==> src/rem_pkg.sv <==
package rem_pkg;

    // ==========================================================
    // Bus geometry
    localparam int REM_ADR_W = 12;
    localparam int REM_DAT_W = 32;
    localparam int REM_SEL_W = 4;
    localparam int REM_IDX_W = 10;

    // ==========================================================
    // Register indices and byte addresses (byte address = 4 * index)
    localparam logic [REM_IDX_W-1:0] REM_IDX_MASK_AB = 10'h094;
    localparam logic [REM_IDX_W-1:0] REM_IDX_MASK_CD = 10'h095;
    localparam logic [REM_IDX_W-1:0] REM_IDX_STATUS  = 10'h0A0;
    localparam logic [REM_IDX_W-1:0] REM_IDX_CLEAR   = 10'h0A1;
    localparam logic [REM_IDX_W-1:0] REM_IDX_ENABLE  = 10'h0A2;

    localparam logic [REM_ADR_W-1:0] REM_ADDR_MASK_AB = {REM_IDX_MASK_AB, 2'b00};
    localparam logic [REM_ADR_W-1:0] REM_ADDR_MASK_CD = {REM_IDX_MASK_CD, 2'b00};
    localparam logic [REM_ADR_W-1:0] REM_ADDR_STATUS  = {REM_IDX_STATUS, 2'b00};
    localparam logic [REM_ADR_W-1:0] REM_ADDR_CLEAR   = {REM_IDX_CLEAR, 2'b00};
    localparam logic [REM_ADR_W-1:0] REM_ADDR_ENABLE  = {REM_IDX_ENABLE, 2'b00};

    // ==========================================================
    // Event layout: nibble per configuration, event order inside nibble
    localparam int REM_NUM_CFG = 4;
    localparam int REM_NUM_EV  = 4;
    localparam int REM_NUM_SRC = REM_NUM_CFG * REM_NUM_EV;
    localparam int REM_MASK_W  = 8;

    localparam int REM_EV_WAKE  = 0;
    localparam int REM_EV_FRAME = 1;
    localparam int REM_EV_ID    = 2;
    localparam int REM_EV_END   = 3;

    localparam int REM_CFG_A = 0;
    localparam int REM_CFG_B = 1;
    localparam int REM_CFG_C = 2;
    localparam int REM_CFG_D = 3;

    // ==========================================================
    // Reset values
    localparam logic [REM_MASK_W-1:0]  REM_MASK_RST   = 8'h00;
    localparam logic [REM_NUM_SRC-1:0] REM_ENABLE_RST = 16'hFFFF;
    localparam logic [REM_NUM_SRC-1:0] REM_STATUS_RST = 16'h0000;

endpackage

==> src/rem_evt_irq.sv <==
`timescale 1ns/100ps

module rem_evt_irq (
    input  wire logic                              clk_i,
    input  wire logic                              rst_i,
    input  wire logic                              wb_cyc_i,
    input  wire logic                              wb_stb_i,
    input  wire logic                              wb_we_i,
    input  wire logic [rem_pkg::REM_ADR_W-1:0]     wb_adr_i,
    input  wire logic [rem_pkg::REM_SEL_W-1:0]     wb_sel_i,
    input  wire logic [rem_pkg::REM_DAT_W-1:0]     wb_dat_i,
    output logic      [rem_pkg::REM_DAT_W-1:0]     wb_dat_o,
    output logic                                   wb_ack_o,
    input  wire logic [rem_pkg::REM_NUM_CFG-1:0]   evt_wake_i,
    input  wire logic [rem_pkg::REM_NUM_CFG-1:0]   evt_frame_lock_i,
    input  wire logic [rem_pkg::REM_NUM_CFG-1:0]   evt_id_found_i,
    input  wire logic [rem_pkg::REM_NUM_CFG-1:0]   evt_msg_end_i,
    output logic                                   irq_o
);
    import rem_pkg::*;

    // ==========================================================
    // Bus handshake
    logic take;
    logic commit_wr;

    rem_wb_slave u_slave (
        .clk_i       (clk_i),
        .rst_i       (rst_i),
        .wb_cyc_i    (wb_cyc_i),
        .wb_stb_i    (wb_stb_i),
        .wb_we_i     (wb_we_i),
        .wb_ack_o    (wb_ack_o),
        .take_o      (take),
        .commit_wr_o (commit_wr)
    );

    // ==========================================================
    // Address decode
    wire hit_mask_ab = (wb_adr_i == REM_ADDR_MASK_AB);
    wire hit_mask_cd = (wb_adr_i == REM_ADDR_MASK_CD);
    wire hit_status  = (wb_adr_i == REM_ADDR_STATUS);
    wire hit_clear   = (wb_adr_i == REM_ADDR_CLEAR);
    wire hit_enable  = (wb_adr_i == REM_ADDR_ENABLE);

    wire wr_mask_ab = commit_wr && hit_mask_ab && wb_sel_i[0];
    wire wr_mask_cd = commit_wr && hit_mask_cd && wb_sel_i[0];
    wire wr_en_lo   = commit_wr && hit_enable && wb_sel_i[0];
    wire wr_en_hi   = commit_wr && hit_enable && wb_sel_i[1];
    wire wr_clr_lo  = commit_wr && hit_clear && wb_sel_i[0];
    wire wr_clr_hi  = commit_wr && hit_clear && wb_sel_i[1];

    // ==========================================================
    // Mask registers, one nibble per configuration
    logic [REM_MASK_W-1:0] mask_ab_q;
    logic [REM_MASK_W-1:0] mask_ab_d;
    logic [REM_MASK_W-1:0] mask_cd_q;
    logic [REM_MASK_W-1:0] mask_cd_d;

    assign mask_ab_d = wr_mask_ab ? wb_dat_i[REM_MASK_W-1:0] : mask_ab_q;
    assign mask_cd_d = wr_mask_cd ? wb_dat_i[REM_MASK_W-1:0] : mask_cd_q;

    always_ff @(posedge clk_i) begin
        if (rst_i) begin
            mask_ab_q <= REM_MASK_RST;
            mask_cd_q <= REM_MASK_RST;
        end else begin
            mask_ab_q <= mask_ab_d;
            mask_cd_q <= mask_cd_d;
        end
    end

    // Bit index is configuration * 4 + event
    logic [REM_NUM_SRC-1:0] mask_all;
    assign mask_all = {mask_cd_q, mask_ab_q};

    // ==========================================================
    // Event vector in mask layout
    logic [REM_NUM_SRC-1:0] evt_all;

    genvar c;
    generate
        for (c = 0; c < REM_NUM_CFG; c++) begin : g_cfg
            assign evt_all[c*REM_NUM_EV + REM_EV_WAKE]  = evt_wake_i[c];
            assign evt_all[c*REM_NUM_EV + REM_EV_FRAME] = evt_frame_lock_i[c];
            assign evt_all[c*REM_NUM_EV + REM_EV_ID]    = evt_id_found_i[c];
            assign evt_all[c*REM_NUM_EV + REM_EV_END]   = evt_msg_end_i[c];
        end
    endgenerate

    // ==========================================================
    // Enable and clear registers
    logic [REM_NUM_SRC-1:0] enable_q;
    logic [REM_NUM_SRC-1:0] enable_d;
    logic [REM_NUM_SRC-1:0] clr_vec;
    logic [REM_NUM_SRC-1:0] status;

    assign enable_d[7:0]  = wr_en_lo ? wb_dat_i[7:0] : enable_q[7:0];
    assign enable_d[15:8] = wr_en_hi ? wb_dat_i[15:8] : enable_q[15:8];
    assign clr_vec[7:0]   = wr_clr_lo ? wb_dat_i[7:0] : 8'h00;
    assign clr_vec[15:8]  = wr_clr_hi ? wb_dat_i[15:8] : 8'h00;

    always_ff @(posedge clk_i) begin
        if (rst_i) begin
            enable_q <= REM_ENABLE_RST;
        end else begin
            enable_q <= enable_d;
        end
    end

    // ==========================================================
    // Sticky status, only unmasked events land here
    rem_evt_gate #(
        .N (REM_NUM_SRC)
    ) u_gate (
        .clk_i    (clk_i),
        .rst_i    (rst_i),
        .evt_i    (evt_all),
        .mask_i   (mask_all),
        .clr_i    (clr_vec),
        .status_o (status)
    );

    // ==========================================================
    // Interrupt output
    assign irq_o = |(status & enable_q);

    // ==========================================================
    // Read data, masks and clear read as zero
    logic [REM_DAT_W-1:0] rd_word;
    logic [REM_DAT_W-1:0] rd_q;

    assign rd_word = hit_status ? {{(REM_DAT_W-REM_NUM_SRC){1'b0}}, status}
                   : hit_enable ? {{(REM_DAT_W-REM_NUM_SRC){1'b0}}, enable_q}
                   : '0;

    always_ff @(posedge clk_i) begin
        if (rst_i) begin
            rd_q <= '0;
        end else if (take) begin
            rd_q <= rd_word;
        end
    end

    assign wb_dat_o = rd_q;
endmodule

==> src/rem_wb_slave.sv <==
`timescale 1ns/100ps

module rem_wb_slave (
    input  wire logic clk_i,
    input  wire logic rst_i,
    input  wire logic wb_cyc_i,
    input  wire logic wb_stb_i,
    input  wire logic wb_we_i,
    output logic      wb_ack_o,
    output logic      take_o,
    output logic      commit_wr_o
);
    import rem_pkg::*;

    // ==========================================================
    // Classic single cycle handshake, one wait state
    logic ack_q;
    logic ack_d;
    wire  req = wb_cyc_i && wb_stb_i;

    assign ack_d       = req && !ack_q;
    assign take_o      = req && !ack_q;
    assign commit_wr_o = req && ack_q && wb_we_i;
    assign wb_ack_o    = ack_q;

    always_ff @(posedge clk_i) begin
        if (rst_i) begin
            ack_q <= 1'b0;
        end else begin
            ack_q <= ack_d;
        end
    end

endmodule

==> src/rem_evt_gate.sv <==
`timescale 1ns/100ps

module rem_evt_gate #(
    parameter int N = 16
) (
    input  wire logic         clk_i,
    input  wire logic         rst_i,
    input  wire logic [N-1:0] evt_i,
    input  wire logic [N-1:0] mask_i,
    input  wire logic [N-1:0] clr_i,
    output logic      [N-1:0] status_o
);
    import rem_pkg::*;

    // ==========================================================
    // Sticky flag per source, set beats clear
    genvar g;
    generate
        for (g = 0; g < N; g++) begin : g_src
            logic flag_q;
            logic flag_d;
            logic set;
            assign set    = evt_i[g] && !mask_i[g];
            assign flag_d = set || (flag_q && !clr_i[g]);
            always_ff @(posedge clk_i) begin
                if (rst_i) begin
                    flag_q <= REM_STATUS_RST[g];
                end else begin
                    flag_q <= flag_d;
                end
            end
            assign status_o[g] = flag_q;
        end
    endgenerate

endmodule

==> config.mk <==
export PLATFORM = sky130hd
export DESIGN_NAME = rem_evt_irq
export DESIGN_NICKNAME = d
export VERILOG_FILES = /design/src/rem_pkg.sv /design/src/rem_evt_irq.sv /design/src/rem_wb_slave.sv /design/src/rem_evt_gate.sv
export SDC_FILE = /design/constraint.sdc
export NUM_CORES = 1
export LEC_CHECK = 0
export BUFFER_PORTS_ARGS = -buffer_cell sky130_fd_sc_hd__buf_2
export CAP_MARGIN = 20
export CELL_PAD_IN_SITES_DETAIL_PLACEMENT = 2
export CELL_PAD_IN_SITES_GLOBAL_PLACEMENT = 2
export CORE_ASPECT_RATIO = 1.25
export CORE_MARGIN = 5
export CORE_UTILIZATION = 29
export DETAILED_ROUTE_END_ITERATION = 12
export PLACE_DENSITY_LB_ADDON = 0.05
export SYNTH_ARGS = -nofsm -noshare
export SYNTH_HDL_FRONTEND = slang
export SYNTH_SLANG_ARGS = --single-unit
==> constraint.sdc <==
create_clock -name clk_i -period 3 [get_ports clk_i]
set_input_delay 0.75 -clock clk_i [delete_from_list [all_inputs] [get_ports clk_i]]
set_output_delay 0.75 -clock clk_i [all_outputs]
set_load 0.005 [all_outputs]
## After elaboration in Yosys (flattened, before gate mapping)

Index checks and enable logic that the tools add are counted.

- Flip-flop bits (word level): 81
- Input bits: 69
- RAM bits: 0
- Memory bits (read-only): 0
- Logic and storage cells: 128
- Output and inout port bits: 34
- Latch bits: 0
- Memories kept: 0

- Multiplexer cells: 4
- Equality and inequality tests: 5
- Div/mod/pow operators: 0
- Order comparisons: 0
- Reduce and logical (&&, ||, !) cells: 96
- Add/subtract/negate cells: 0
- Bitwise operators: 1
- Shift operators: 0
- Multipliers: 0

Operators by type and width:

| operator | count |
|---|---|
| 12-bit by 10-bit == test with 1-bit output (second input constant) | 5 |
| 1-bit logical AND | 46 |
| 1-bit zero test | 33 |
| 16-bit 2-to-1 mux | 2 |
| 16-bit bitwise AND | 1 |
| 1-bit logical OR | 16 |
| 8-bit 2-to-1 mux | 2 |
| 16-bit OR reduction | 1 |

## Logic depth before layout (Yosys ltp)

Gate-level depths: netlist of the first run.

- Depth in word-level cells: 9
- Gate-level depth with buffers: 6
- Mapped depth without buffers: 4

## Cells and area by module

From an unflattened synthesis of the first run, not the netlist that was laid out.

- Cells, all modules: 342
- Area, all modules: 3191.8 µm²

By module, submodules not included:

| module | sequential area each (µm²) | cells an instance | instances | area an instance (µm²) |
|---|---|---|---|---|
| rem_evt_irq | 960.9 | 256 | 1 | 2349.8 |
| rem_evt_gate | 320.3 | 82 | 1 | 789.5 |
| rem_wb_slave | 20.0 | 4 | 1 | 52.6 |

## Worst setup path after synthesis of the first run

Ideal clock, no wire load.

- Path type: input-to-reg
- From: in wb_adr_i[11] in the netlist's numbering
- To: reg u_gate.g_src[4].flag_q
- Slack: 623 ps
- Arrival: 2244 ps
- Setup time: 133 ps
- Required time: 2867 ps
- Path buffers: 1
- Stages: 5
- Cells stage by stage: or4b_4 -> or4_4 -> buf_6 -> o21ai_1 -> a21oi_1

- Cells in the longest elaborated chain, start to end: 7

RTL lines:

| what | RTL line | text |
|---|---|---|
| start: declaration | rem_evt_irq.sv:9 | `input wire logic [rem_pkg::REM_ADR_W-1:0] wb_adr_i,` |
| 12-bit by 10-bit == test with 1-bit output | rem_evt_irq.sv:43 | `wire hit_clear = (wb_adr_i == REM_ADDR_CLEAR);` |
| 1-bit logical AND (2 in series) | rem_evt_irq.sv:50 | `wire wr_clr_lo = commit_wr && hit_clear && wb_sel_i[0];` |
| 8-bit 2-to-1 mux | rem_evt_irq.sv:100 | `assign clr_vec[7:0] = wr_clr_lo ? wb_dat_i[7:0] : 8'h00;` |
| 1-bit zero test | rem_evt_gate.sv:24 | `assign flag_d = set \|\| (flag_q && !clr_i[g]);` |
| 1-bit logical AND | rem_evt_gate.sv:24 |  |
| 1-bit logical OR | rem_evt_gate.sv:24 |  |
| end signal: assignment | rem_evt_gate.sv:27 | `flag_q <= REM_STATUS_RST[g];` |
| end signal: assignment | rem_evt_gate.sv:29 | `flag_q <= flag_d;` |
| end: declaration | rem_evt_gate.sv:20 | `logic flag_q;` |

Every way passes these cells.
A chain may end at the register's enable or synchronous reset.

## Worst setup path in the final report of the first run

- From: reg u_gate.g_src[5].flag_q
- To: out irq_o

- Cells in the longest elaborated chain, start to end: 2

RTL lines:

| what | RTL line | text |
|---|---|---|
| start: declaration | rem_evt_gate.sv:20 |  |
| start signal: assignment | rem_evt_gate.sv:27 |  |
| start signal: assignment | rem_evt_gate.sv:29 |  |
| 16-bit bitwise AND | rem_evt_irq.sv:126 | `assign irq_o = \|(status & enable_q);` |
| 16-bit OR reduction | rem_evt_irq.sv:126 |  |
| end: declaration | rem_evt_irq.sv:18 | `output logic irq_o` |

Every way passes these cells.

==> metrics.csv, run 1 <==
metric,value,unit
first-pass GRT wire length,16100,µm
largest net degree at the start of global routing,64,
worst-case clock buffer depth,2,
CTS tree,done,
via/cell ratio,5.03,
clock sink total,65,
DPL Wire Length,7470,µm
maximum fanout along the worst path,3,
residual DRC count,0,
top cell type by total area after synthesis,dfxtp_1,
Area growth syn-to-layout,21.5,%
FF-to-FF Start,u_slave.wb_ack_o$_SDFF_PP0_,
Setup crit end,irq_o,
Layout Cells excl Fill,542,
WL final,10200,µm
"top cells by area, synth","dfxtp_1 43%, mux2i_1 7.9%, nand2b_1 6.6%",
core outline area,0.0102,mm²
Yosys reg bits,65,
Mapped Area,0.00303,mm²
Synth top area share,42.9,%
die width,101,µm
CTS H-tree depth,3,
CTS resizes,0,
layout cell share with drive strength beyond 1,23.5,%
CTS root buf,clkbuf_16,
Worst EP arrival,1.59,ns
setup TNS,0,ns
RePlAce Congestion,0.726,
register area share after synthesis,42.9,%
DRT Pass-1 Iters,4,
P per Cell Area,550,mW/mm²
Max Cap Viol,0,
period utilization,77.9,%
die span in y,124,µm
Worst setup SP type,flip-flop,
overflow left after global routing,0,
detailed router's first-iteration violation count,97,
Final Critical Period,2.34,ns
CP required,2.25,ns
unrepaired setup endpoints after global routing,no,
Starting Density,29.8,%
Peak VDD IR,0.313,mV
clk slew on worst S/H paths,0.05,ns
Setup crit start,u_gate.g_src[5].flag_q$_SDFF_PP0_,
DP Cell Count,529,
port bufs,68,
Layout Skew,0.00530,ns
# diodes,0,
"Clk Latency, worst-skew pair",0.33,ns
crit path kind,reg2out,
TritonCTS Buffers,9,
Worst Max-Slew Pin Slew,0.512,ns
Fillers,1193,
Die Footprint,0.0126,mm²
worst r2r path cells,5,
f_max,0.428,GHz
Lkg Pwr,1.53,nW
status,"finished, final reports clean",
Slew Limit Fails,0,
std cell rows,41,
flop2flop setup slack,1.09,ns
CP Capture Type,output port,
Util after Layout,36.3,%
post-synth cell types,32,
CTS Hold Bufs,0,
Avg Synthesized Cell Area,8.76,µm²
WL/cell,18.8,µm
Min-Delay Path Class,reg2reg,
Yosys warnings,0,
vias in the first global route,2952,
antenna-violating nets left,0,
GRT Overall Usage,16.6,%
number of setup violations in the final report,0,
IO Pins,103,
Final nets,480,
Synth Instances,346,
FF-to-FF End,mask_ab_q[7]$_SDFFE_PP0P_,
antenna violations before repair,0,
Worst slew margin,65.9,%
postcts setup bufs,0,
final hold vios,0,
Via Count,2725,
registers in the layout (all words and copies together) (netlist names):
| name | flops |
|---|---|
| u_gate.g_src.flag_q | 16 |
| wb_dat_o | 16 |
| mask_cd_q | 8 |
| enable_q | 16 |
| mask_ab_q | 8 |
| u_slave.wb_ack_o | 1 |
power breakdown:
| group | total [W] | switching [W] | internal [W] | leakage, nW |
|---|---|---|---|---|
| Combinational | 0.000186 | 0.000107 | 0.0000790 | 0.872 |
| Sequential | 0.000916 | 0.0000225 | 0.000894 | 0.532 |
| Clock | 0.000925 | 0.000359 | 0.000566 | 0.124 |
how the worst min path moves through the flow:
stage                     slack [ns]                      start                   endpoint  cells past startpoint
final                           0.47  mask_ab_q[0]$_SDFFE_PP0P_  mask_ab_q[0]$_SDFFE_PP0P_                      2
after global routing            0.50  mask_ab_q[3]$_SDFFE_PP0P_  mask_ab_q[3]$_SDFFE_PP0P_                      2
after CTS                       0.48  mask_ab_q[0]$_SDFFE_PP0P_  mask_ab_q[0]$_SDFFE_PP0P_                      2
after detailed placement        0.47  mask_ab_q[0]$_SDFFE_PP0P_  mask_ab_q[0]$_SDFFE_PP0P_                      2
after global placement          0.45  mask_ab_q[4]$_SDFFE_PP0P_  mask_ab_q[4]$_SDFFE_PP0P_                      2
after floorplan                 0.44  mask_ab_q[4]$_SDFFE_PP0P_  mask_ab_q[4]$_SDFFE_PP0P_                      2
layout make-up:
class / instances / area, µm² / share of cell area (%)
Tap cell: 129 / 161 / 4.38
Timing Repair Buffer: 77 / 420 / 11.4
Multi-Input combinational cell: 257 / 1550 / 41.9
Sequential cell: 65 / 1300 / 35.3
Clock buffer: 12 / 246 / 6.69
Clock inverter: 1 / 5.00 / 0.136
Inverter: 1 / 3.75 / 0.102
per-layer routing:
layer  global-route usage (%)  routed length (µm)
met3                     4.03                 419
met4                     5.87                 211
met5                        0                   0
met1                     21.2                4500
met2                     27.0                5060
per-stage QoR:
| step | cell area, µm² | hold slack, ns | power [W] | worst slack [ns] |
|---|---|---|---|---|
| after global placement | 3430 | 0.453 | 0.00112 | 0.370 |
| after detailed placement | 3430 | 0.466 | 0.00112 | 0.299 |
| after CTS | 3680 | 0.476 | 0.00206 | 0.648 |
| final | 3680 | 0.468 | 0.00203 | 0.663 |
| after global routing | 3680 | 0.501 | 0.00212 | 0.551 |
| after floorplan | 3090 | 0.443 | 0.00104 | 0.623 |
cells in the final DEF (no fill, tap or decap):
master / instances
nand4_1: 2
nand3_1: 8
or4_1: 1
buf_4: 8
nor3_1: 18
a221oi_1: 20
nor4bb_1: 2
conb_1: 16
buf_12: 1
nor2_1: 51
and3b_1: 2
buf_2: 68
nand3_2: 1
or4b_1: 2
clkbuf_16: 9
dfxtp_1: 65
or4_4: 1
clkbuf_1: 2
nor4_4: 3
clkbuf_8: 1
o21ai_0: 4
o21ai_1: 18
or4b_4: 1
a22o_1: 4
inv_1: 1
or2_2: 1
nand2_1: 18
or3_1: 1
nand2b_1: 32
a21oi_1: 24
clkinv_2: 1
or3b_1: 1
mux2i_1: 24
o21ai_2: 2
synth_stat cells, drive strengths merged:
cell type and count:
or3 1, or2 1, dfxtp 65, nand2b 32, and3b 2, nor4bb 2
nor2 51, clkbuf 11, a22o 4, nand4 2, inv 1, a21oi 24
buf 27, or3b 1, mux2i 24, conb 1, nor4 3, nand3 9
or4b 3, nor3 18, or4 2, o21ai 24, nand2 18, a221oi 20
critical path: stages, from the launching register on:
cell	delay, ns
dfxtp_1	0.33
a22o_1	0.25
a221oi_1	0.34
nand4_1	0.18
buf_2	0.16
kinds of logic after synthesis:
group | Yosys count | synth area share (%)
AOI/OAI and AO/OA | 72 | 15.1
buffers and inverters | 39 | 7.96
DFF | 65 | 42.9
muxes | 24 | 7.92
other | 1 | 0.124
and+or+nand+nor | 145 | 26.0
No activity file was read; power rests on OpenSTA's default activity.
==> run 2, diff against run 1 <==
--- a/config.mk
+++ b/config.mk
@@ -5,13 +5,14 @@
 export SDC_FILE = /design/constraint.sdc
 export NUM_CORES = 1
 export LEC_CHECK = 0
+export ABC_AREA = 1
 export BUFFER_PORTS_ARGS = -buffer_cell sky130_fd_sc_hd__buf_2
 export CAP_MARGIN = 20
 export CELL_PAD_IN_SITES_DETAIL_PLACEMENT = 2
 export CELL_PAD_IN_SITES_GLOBAL_PLACEMENT = 2
 export CORE_ASPECT_RATIO = 1.25
 export CORE_MARGIN = 5
-export CORE_UTILIZATION = 29
+export CORE_UTILIZATION = 27
 export DETAILED_ROUTE_END_ITERATION = 12
 export PLACE_DENSITY_LB_ADDON = 0.05
 export SYNTH_ARGS = -nofsm -noshare
==> constraint.sdc (replaced) <==
create_clock -name clk_i -period 2.3 [get_ports clk_i]
set_input_delay 0.575 -clock clk_i [delete_from_list [all_inputs] [get_ports clk_i]]
set_output_delay 0.575 -clock clk_i [all_outputs]
set_load 0.005 [all_outputs]
==> run 2 against run 1 <==
Clock power up 49%. Synthesized cell count rose by 40%. Flip-flop and latch count is the same. Cell area grew 10%. Critical path depth is 1 higher. Setup slack got worse by 0.32 ns.
==> metrics.csv, run 2 <==
metric,value,unit,change
status,"finished, final reports clean",,unchanged
clock sink total,65,,unchanged
Sequential Power Share,42.2,%,was 45.2%
CTS Hold Bufs,0,,unchanged
"most common cell after layout, fill and taps aside",nand2_1,,was buf_2
DP Area,0.00375,mm²,was 0.00343 mm²
Final Critical Period,1.96,ns,
Peak VDD IR,0.268,mV,was 0.313 mV
Worst slew margin,60.8,%,was 65.9%
WHS,0.476,ns,was 0.468 ns
WL/cell,14.9,µm,was 18.8 µm
ys async rst share,0,%,unchanged
CP Capture Type,output port,,unchanged
postcts setup bufs,0,,unchanged
top cell type by total area after synthesis,dfxtp_1,,unchanged
residual DRC count,0,,unchanged
Pwr Total,0.00283,W,was 0.00203 W
Area growth syn-to-layout,21.9,%,was 21.5%
post-route setup slack,0.338,ns,was 0.663 ns
period utilization,85.3,%,
"Clk Latency, worst-skew pair",0.33,ns,about the same
Min-Delay Path Class,reg2reg,,unchanged
Post-Layout Inst Area,0.00405,mm²,was 0.00368 mm²
setup TNS,0,ns,unchanged
GRT Overall Usage,15.3,%,was 16.6%
crit path kind,reg2out,,unchanged
Yosys warnings,0,,unchanged
most frequent cells in the layout,"107 x nand2_1, 86 x nor2_1, 68 x buf_2",,"was 68 x buf_2, 65 x dfxtp_1, 51 x nor2_1"
Starting Density,27.5,%,was 29.8%
sw power,0.000681,W,was 0.000489 W
post-synth cell types,29,,was 32
Worst Max-Slew Pin Slew,0.586,ns,was 0.512 ns
"top cells by area, synth","dfxtp_1 39%, nand2_1 12%, nand3_1 9.9%",,"was dfxtp_1 43%, mux2i_1 7.9%, nand2b_1 6.6%"
antenna-violating nets left,0,,unchanged
overflow left after global routing,0,,unchanged
Yosys reg bits,65,,unchanged
Hold Crit Endpoint,enable_q[3]$_SDFFE_PP1P_,,was mask_ab_q[0]$_SDFFE_PP0P_
clk slew on worst S/H paths,0.05,ns,about the same
Comb pwr share,9.1,%,was 9.2%
Worst path max stage delay,0.34,ns,about the same
CTS tree,done,,unchanged
CP required,1.73,ns,was 2.25 ns
Mapped Area,0.00332,mm²,was 0.00303 mm²
Slew Limit Fails,0,,unchanged
Via Count,3174,,was 2725
prevailing post-synth register cell,dfxtp_1,,unchanged
final hold vios,0,,unchanged
Fillers,1469,,was 1193
TritonCTS Buffers,9,,unchanged
via/cell ratio,4.45,,was 5.03
vias in the first global route,3351,,was 2952
CTS root buf,clkbuf_16,,unchanged
port bufs,68,,unchanged
sw frac,24.0,%,was 24.1%
Max Cap Viol,0,,unchanged
Hold Path Cell Cnt,2,,unchanged
IO Pins,103,,unchanged
Bufs and invs on worst path,1,,unchanged
die width,109,µm,was 101 µm
internal power,0.00215,W,was 0.00154 W
Synth top cells by count,"107 x nand2_1, 87 x nor2_1, 66 x nand3_1, 65 x dfxtp_1, 44 x inv_1",,"was 65 x dfxtp_1, 51 x nor2_1, 32 x nand2b_1, 24 x a21oi_1, 24 x mux2i_1"
Worst setup SP type,flip-flop,,unchanged
CP cell instances,nand2_1 -> nand3_1 -> a221oi_1 -> nand4_1 -> buf_2,,was a22o_1 -> a221oi_1 -> nand4_1 -> buf_2
RePlAce Congestion,0.764,,was 0.726
Final nets,615,,was 480
Synth top area share,39.1,%,was 42.9%
top-count cell post-synth,nand2_1,,was dfxtp_1
CTS H-tree depth,3,,unchanged
Synth Instances,484,,was 346
largest delay contributor family on the critical path,flip-flops,,was compound AO/OA/AOI/OAI gates
flop2flop setup slack,0.80,ns,was 1.09 ns
largest net degree at the start of global routing,42,,was 64
DPL Wire Length,8250,µm,was 7470 µm
WL final,10700,µm,was 10200 µm
CTS resizes,0,,unchanged
P per Cell Area,700,mW/mm²,was 550 mW/mm²
clock share of power,48.7,%,was 45.6%
worst-case clock buffer depth,2,,unchanged
Worst path slowest cell,dfxtp_1,,was a221oi_1
std cell rows,45,,was 41
Worst EP arrival,1.39,ns,was 1.59 ns
DRT Pass-1 Iters,4,,unchanged
unrepaired setup endpoints after global routing,no,,unchanged
layout cell share with drive strength beyond 1,21.1,%,was 23.5%
worst r2r path cells,7,,was 5
die span in y,134,µm,was 124 µm
Layout Skew,0.00356,ns,was 0.00530 ns
Die Footprint,0.0146,mm²,was 0.0126 mm²
# diodes,0,,unchanged
maximum fanout along the worst path,3,,unchanged
Lkg Pwr,2.03,nW,was 1.53 nW
hold path start,enable_q[3]$_SDFFE_PP1P_,,was mask_ab_q[0]$_SDFFE_PP0P_
Post-synth EDFFs,0,,unchanged
number of setup violations in the final report,0,,unchanged
f_max,0.510,GHz,
antenna violations before repair,0,,unchanged
FF-to-FF Start,u_slave.wb_ack_o$_SDFF_PP0_,,unchanged
detailed router's first-iteration violation count,66,,was 97
Place WS,0.238,ns,was 0.299 ns
first-pass GRT wire length,17200,µm,was 16100 µm
FF-to-FF End,mask_ab_q[5]$_SDFFE_PP0P_,,was mask_ab_q[7]$_SDFFE_PP0P_
core outline area,0.0121,mm²,was 0.0102 mm²
register area share after synthesis,39.1,%,was 42.9%
Avg Synthesized Cell Area,6.87,µm²,was 8.76 µm²
## run 2: changes by cell type after synthesis, sizes merged, moves of 3 or more
cell / previous run / this run
a21oi: 24 / 19
a221oi: 20 / 1
inv: 1 / 52
mux2i: 24 / 0
nand2: 18 / 111
nand2b: 32 / 0
nand3: 9 / 68
nand4: 2 / 28
nor2: 51 / 93
nor3: 18 / 2
nor4: 3 / 0
o21ai: 24 / 0
or4b: 3 / 0
## run 2: power groups by stage
stage               clock network [W]  logic [W]  registers [W]
global route                  0.00147   0.000295        0.00120
global placement                    0   0.000256        0.00122
finish                        0.00138   0.000258        0.00120
CTS                           0.00143   0.000265        0.00120
floorplan                           0   0.000164        0.00121
detailed placement                  0   0.000263        0.00122
## run 2: worst register-to-register path, cell delays in order, from the launching register on
cell and delay, ns:
dfxtp_1 0.38, nand2_1 0.08, inv_2 0.07, nand2_4 0.08, nor2_1 0.48, nand3_1 0.17
nand2_1 0.10, nor2_1 0.04
## run 2: final cells by class
cell class	count	area, µm²	share of cell area, %
clock buffers	12	256	6.33
clock inverters	3	40.0	0.988
inverters	52	198	4.88
multi-input cells	342	1640	40.4
flip-flops and latches	65	1300	32.1
well taps	164	205	5.06
repair buffers	76	413	10.2
## run 2: kinds of logic (layout without fill, tap and decap cells)
group                  count (synthesis)  after routing  share of synthesized area, %
AOI/OAI and AO/OA                     22             22                          3.65
and+or+nand+nor                      304            304                          43.7
buffers and inverters                 92            143                          13.4
DFF                                   65             65                          39.1
other                                  1             16                         0.113
## run 2: how the worst max path moves through the flow
stage,startpoint,end,slack (ns),depth (start not counted)
finish,u_gate.g_src[12].flag_q$_SDFF_PP0_,irq_o,0.34,5
global route,u_gate.g_src[12].flag_q$_SDFF_PP0_,irq_o,0.19,5
CTS,u_gate.g_src[12].flag_q$_SDFF_PP0_,irq_o,0.30,5
detailed placement,wb_adr_i[5],enable_q[5]$_SDFFE_PP1P_,0.24,8
global placement,wb_adr_i[5],enable_q[4]$_SDFFE_PP1P_,0.31,8
floorplan,wb_adr_i[11],mask_cd_q[5]$_SDFFE_PP0P_,0.70,9
## run 2: per-layer routing
layer	vias up	wire, µm	track usage (%)
li1	1631	-	-
met1	1490	4930	19.3
met2	44	5330	25.9
met3	9	252	2.41
met4	0	146	5.82
met5	-	0	0
## run 2: per-stage QoR
stage,instances,util [%]
after floorplan,499,-
after global placement,699,31.0
after detailed placement,699,31.0
after CTS,714,33.5
after global routing,714,33.5
final,714,33.5
==> run 3, diff against run 2 <==
--- a/config.mk
+++ b/config.mk
@@ -10,7 +10,7 @@
 export CAP_MARGIN = 20
 export CELL_PAD_IN_SITES_DETAIL_PLACEMENT = 2
 export CELL_PAD_IN_SITES_GLOBAL_PLACEMENT = 2
-export CORE_ASPECT_RATIO = 1.25
+export CORE_ASPECT_RATIO = 2
 export CORE_MARGIN = 5
 export CORE_UTILIZATION = 27
 export DETAILED_ROUTE_END_ITERATION = 12
==> run 3 against run 2 <==
Combinational power rose by 2%. Sequential power barely moved. Setup slack got worse by 0.093 ns. Total power rose by 10%. Maximum frequency fell by 4.5%. Critical path depth did not move. Register-to-register slack improved by 0.02 ns. Largest power group unchanged. First-iteration DRC count rose by 18%. Final cell count fell by 2.0%. Flip-flop and latch count did not move. Via count rose by 1.3%.
==> metrics.csv, run 3 (same netlist as run 2, synthesis figures left out) <==
metric,value,unit,change
status,"finished, final reports clean",,unchanged
via/cell ratio,4.59,,was 4.45
f_max,0.487,GHz,was 0.510 GHz
Post-Layout Inst Area,0.00411,mm²,was 0.00405 mm²
CP Capture Type,output port,,unchanged
worst-case clock buffer depth,2,,unchanged
Min-Delay Path Class,reg2reg,,unchanged
overflow left after global routing,0,,unchanged
DPL Wire Length,8470,µm,was 8250 µm
P per Cell Area,760,mW/mm²,was 700 mW/mm²
most frequent cells in the layout,"107 x nand2_1, 86 x nor2_1, 68 x buf_2",,unchanged
Fillers,1545,,was 1469
sw power,0.000691,W,was 0.000681 W
"Clk Latency, worst-skew pair",0.32,ns,was 0.33 ns
CP cell instances,nand2_1 -> nand3_1 -> a221oi_1 -> nand4_1 -> buf_2,,unchanged
WHS,0.475,ns,was 0.476 ns
hold path start,enable_q[3]$_SDFFE_PP1P_,,unchanged
crit path kind,reg2out,,unchanged
CTS tree,done,,unchanged
postcts setup bufs,0,,unchanged
CTS resizes,0,,unchanged
Layout Skew,0.00349,ns,was 0.00356 ns
clock sink total,65,,unchanged
DRT Pass-1 Iters,4,,unchanged
clock share of power,53.3,%,was 48.7%
IO Pins,103,,unchanged
antenna-violating nets left,0,,unchanged
detailed router's first-iteration violation count,78,,was 66
TritonCTS Buffers,9,,unchanged
CTS root buf,clkbuf_16,,unchanged
Layout Cells excl Fill,700,,was 714
FF-to-FF Start,u_slave.wb_ack_o$_SDFF_PP0_,,unchanged
RePlAce Congestion,0.778,,was 0.764
WL/cell,15.4,µm,was 14.9 µm
WL final,10800,µm,was 10700 µm
Lkg Pwr,2.07,nW,was 2.03 nW
Worst path slowest cell,dfxtp_1,,unchanged
Starting Density,27.4,%,was 27.5%
Final Critical Period,2.06,ns,was 1.96 ns
std cell rows,57,,was 45
CP required,1.73,ns,about the same
number of setup violations in the final report,0,,unchanged
Final nets,617,,was 615
clk slew on worst S/H paths,0.06,ns,was 0.05 ns
unrepaired setup endpoints after global routing,no,,unchanged
antenna violations before repair,0,,unchanged
Via Count,3214,,was 3174
internal power,0.00243,W,was 0.00215 W
largest net degree at the start of global routing,51,,was 42
Die Footprint,0.0148,mm²,was 0.0146 mm²
residual DRC count,0,,unchanged
period utilization,89.4,%,was 85.3%
DP Area,0.00375,mm²,about the same
core outline area,0.0121,mm²,about the same
Area growth syn-to-layout,23.6,%,was 21.9%
Sequential Power Share,38.2,%,was 42.2%
Slew Limit Fails,0,,unchanged
# diodes,0,,unchanged
final hold vios,0,,unchanged
vias in the first global route,3600,,was 3351
first-pass GRT wire length,17700,µm,was 17200 µm
layout cell share with drive strength beyond 1,21.5,%,was 21.1%
post-route setup slack,0.245,ns,was 0.338 ns
Worst EP arrival,1.48,ns,was 1.39 ns
"most common cell after layout, fill and taps aside",nand2_1,,unchanged
GRT Overall Usage,15.4,%,was 15.3%
Place WS,0.322,ns,was 0.238 ns
Setup crit start,u_gate.g_src[12].flag_q$_SDFF_PP0_,,unchanged
die width,88.5,µm,was 109 µm
Worst path max stage delay,0.33,ns,was 0.34 ns
maximum fanout along the worst path,3,,unchanged
Max Cap Viol,0,,unchanged
CTS H-tree depth,3,,unchanged
CTS Hold Bufs,0,,unchanged
Worst setup SP type,flip-flop,,unchanged
setup TNS,0,ns,unchanged
Peak VDD IR,0.444,mV,was 0.268 mV
die span in y,167,µm,was 134 µm
Comb pwr share,8.5,%,was 9.1%
sw frac,22.1,%,was 24.0%
DP Cell Count,684,,was 699
port bufs,68,,unchanged
==> run 3: final timing paths <==
kind              depth (start not counted)                         to  slack (ns)
hold / removal                            2   enable_q[3]$_SDFFE_PP1P_        0.47
setup reg to reg                          8  mask_ab_q[5]$_SDFFE_PP0P_        0.82
hold reg to reg                           2   enable_q[3]$_SDFFE_PP1P_        0.47
setup / recovery                          5                      irq_o        0.24
==> run 3: worst max-delay path: cells and delay by family (launching register included) <==
family	cells	cell delay, ns
compound gates	1	0.32
flops	1	0.33
simple gates	3	0.34
buf+inv	1	0.17
==> run 3: metrics by stage <==
stage	utilization, %	power [W]
after floorplan	-	0.00137
after global placement	30.9	0.00148
after detailed placement	30.9	0.00149
after CTS	33.9	0.00318
after global routing	33.9	0.00326
final	33.9	0.00312
==> run 3: power groups by stage <==
stage | logic [W] | clock network [W] | registers (W)
floorplan | 0.000164 | 0 | 0.00121
global placement | 0.000259 | 0 | 0.00122
detailed placement | 0.000269 | 0 | 0.00122
CTS | 0.000271 | 0.00172 | 0.00119
global route | 0.000301 | 0.00176 | 0.00120
finish | 0.000264 | 0.00166 | 0.00119
==> run 3: layout make-up <==
| cell class | instances | area (µm²) | area share, % |
|---|---|---|---|
| clock buffer | 10 | 229 | 5.57 |
| clock inverter | 6 | 130 | 3.17 |
| inverter | 52 | 198 | 4.81 |
| multi-input combinational | 342 | 1640 | 39.9 |
| sequential | 65 | 1300 | 31.7 |
| tap | 147 | 184 | 4.48 |
| timing repair buffer | 78 | 428 | 10.4 |
==> run 3: metal layers <==
metal,track usage (%),routed length (µm)
met5,0,0
met2,28.8,6050
met3,2.67,267
met4,5.53,205
met1,16.5,4260
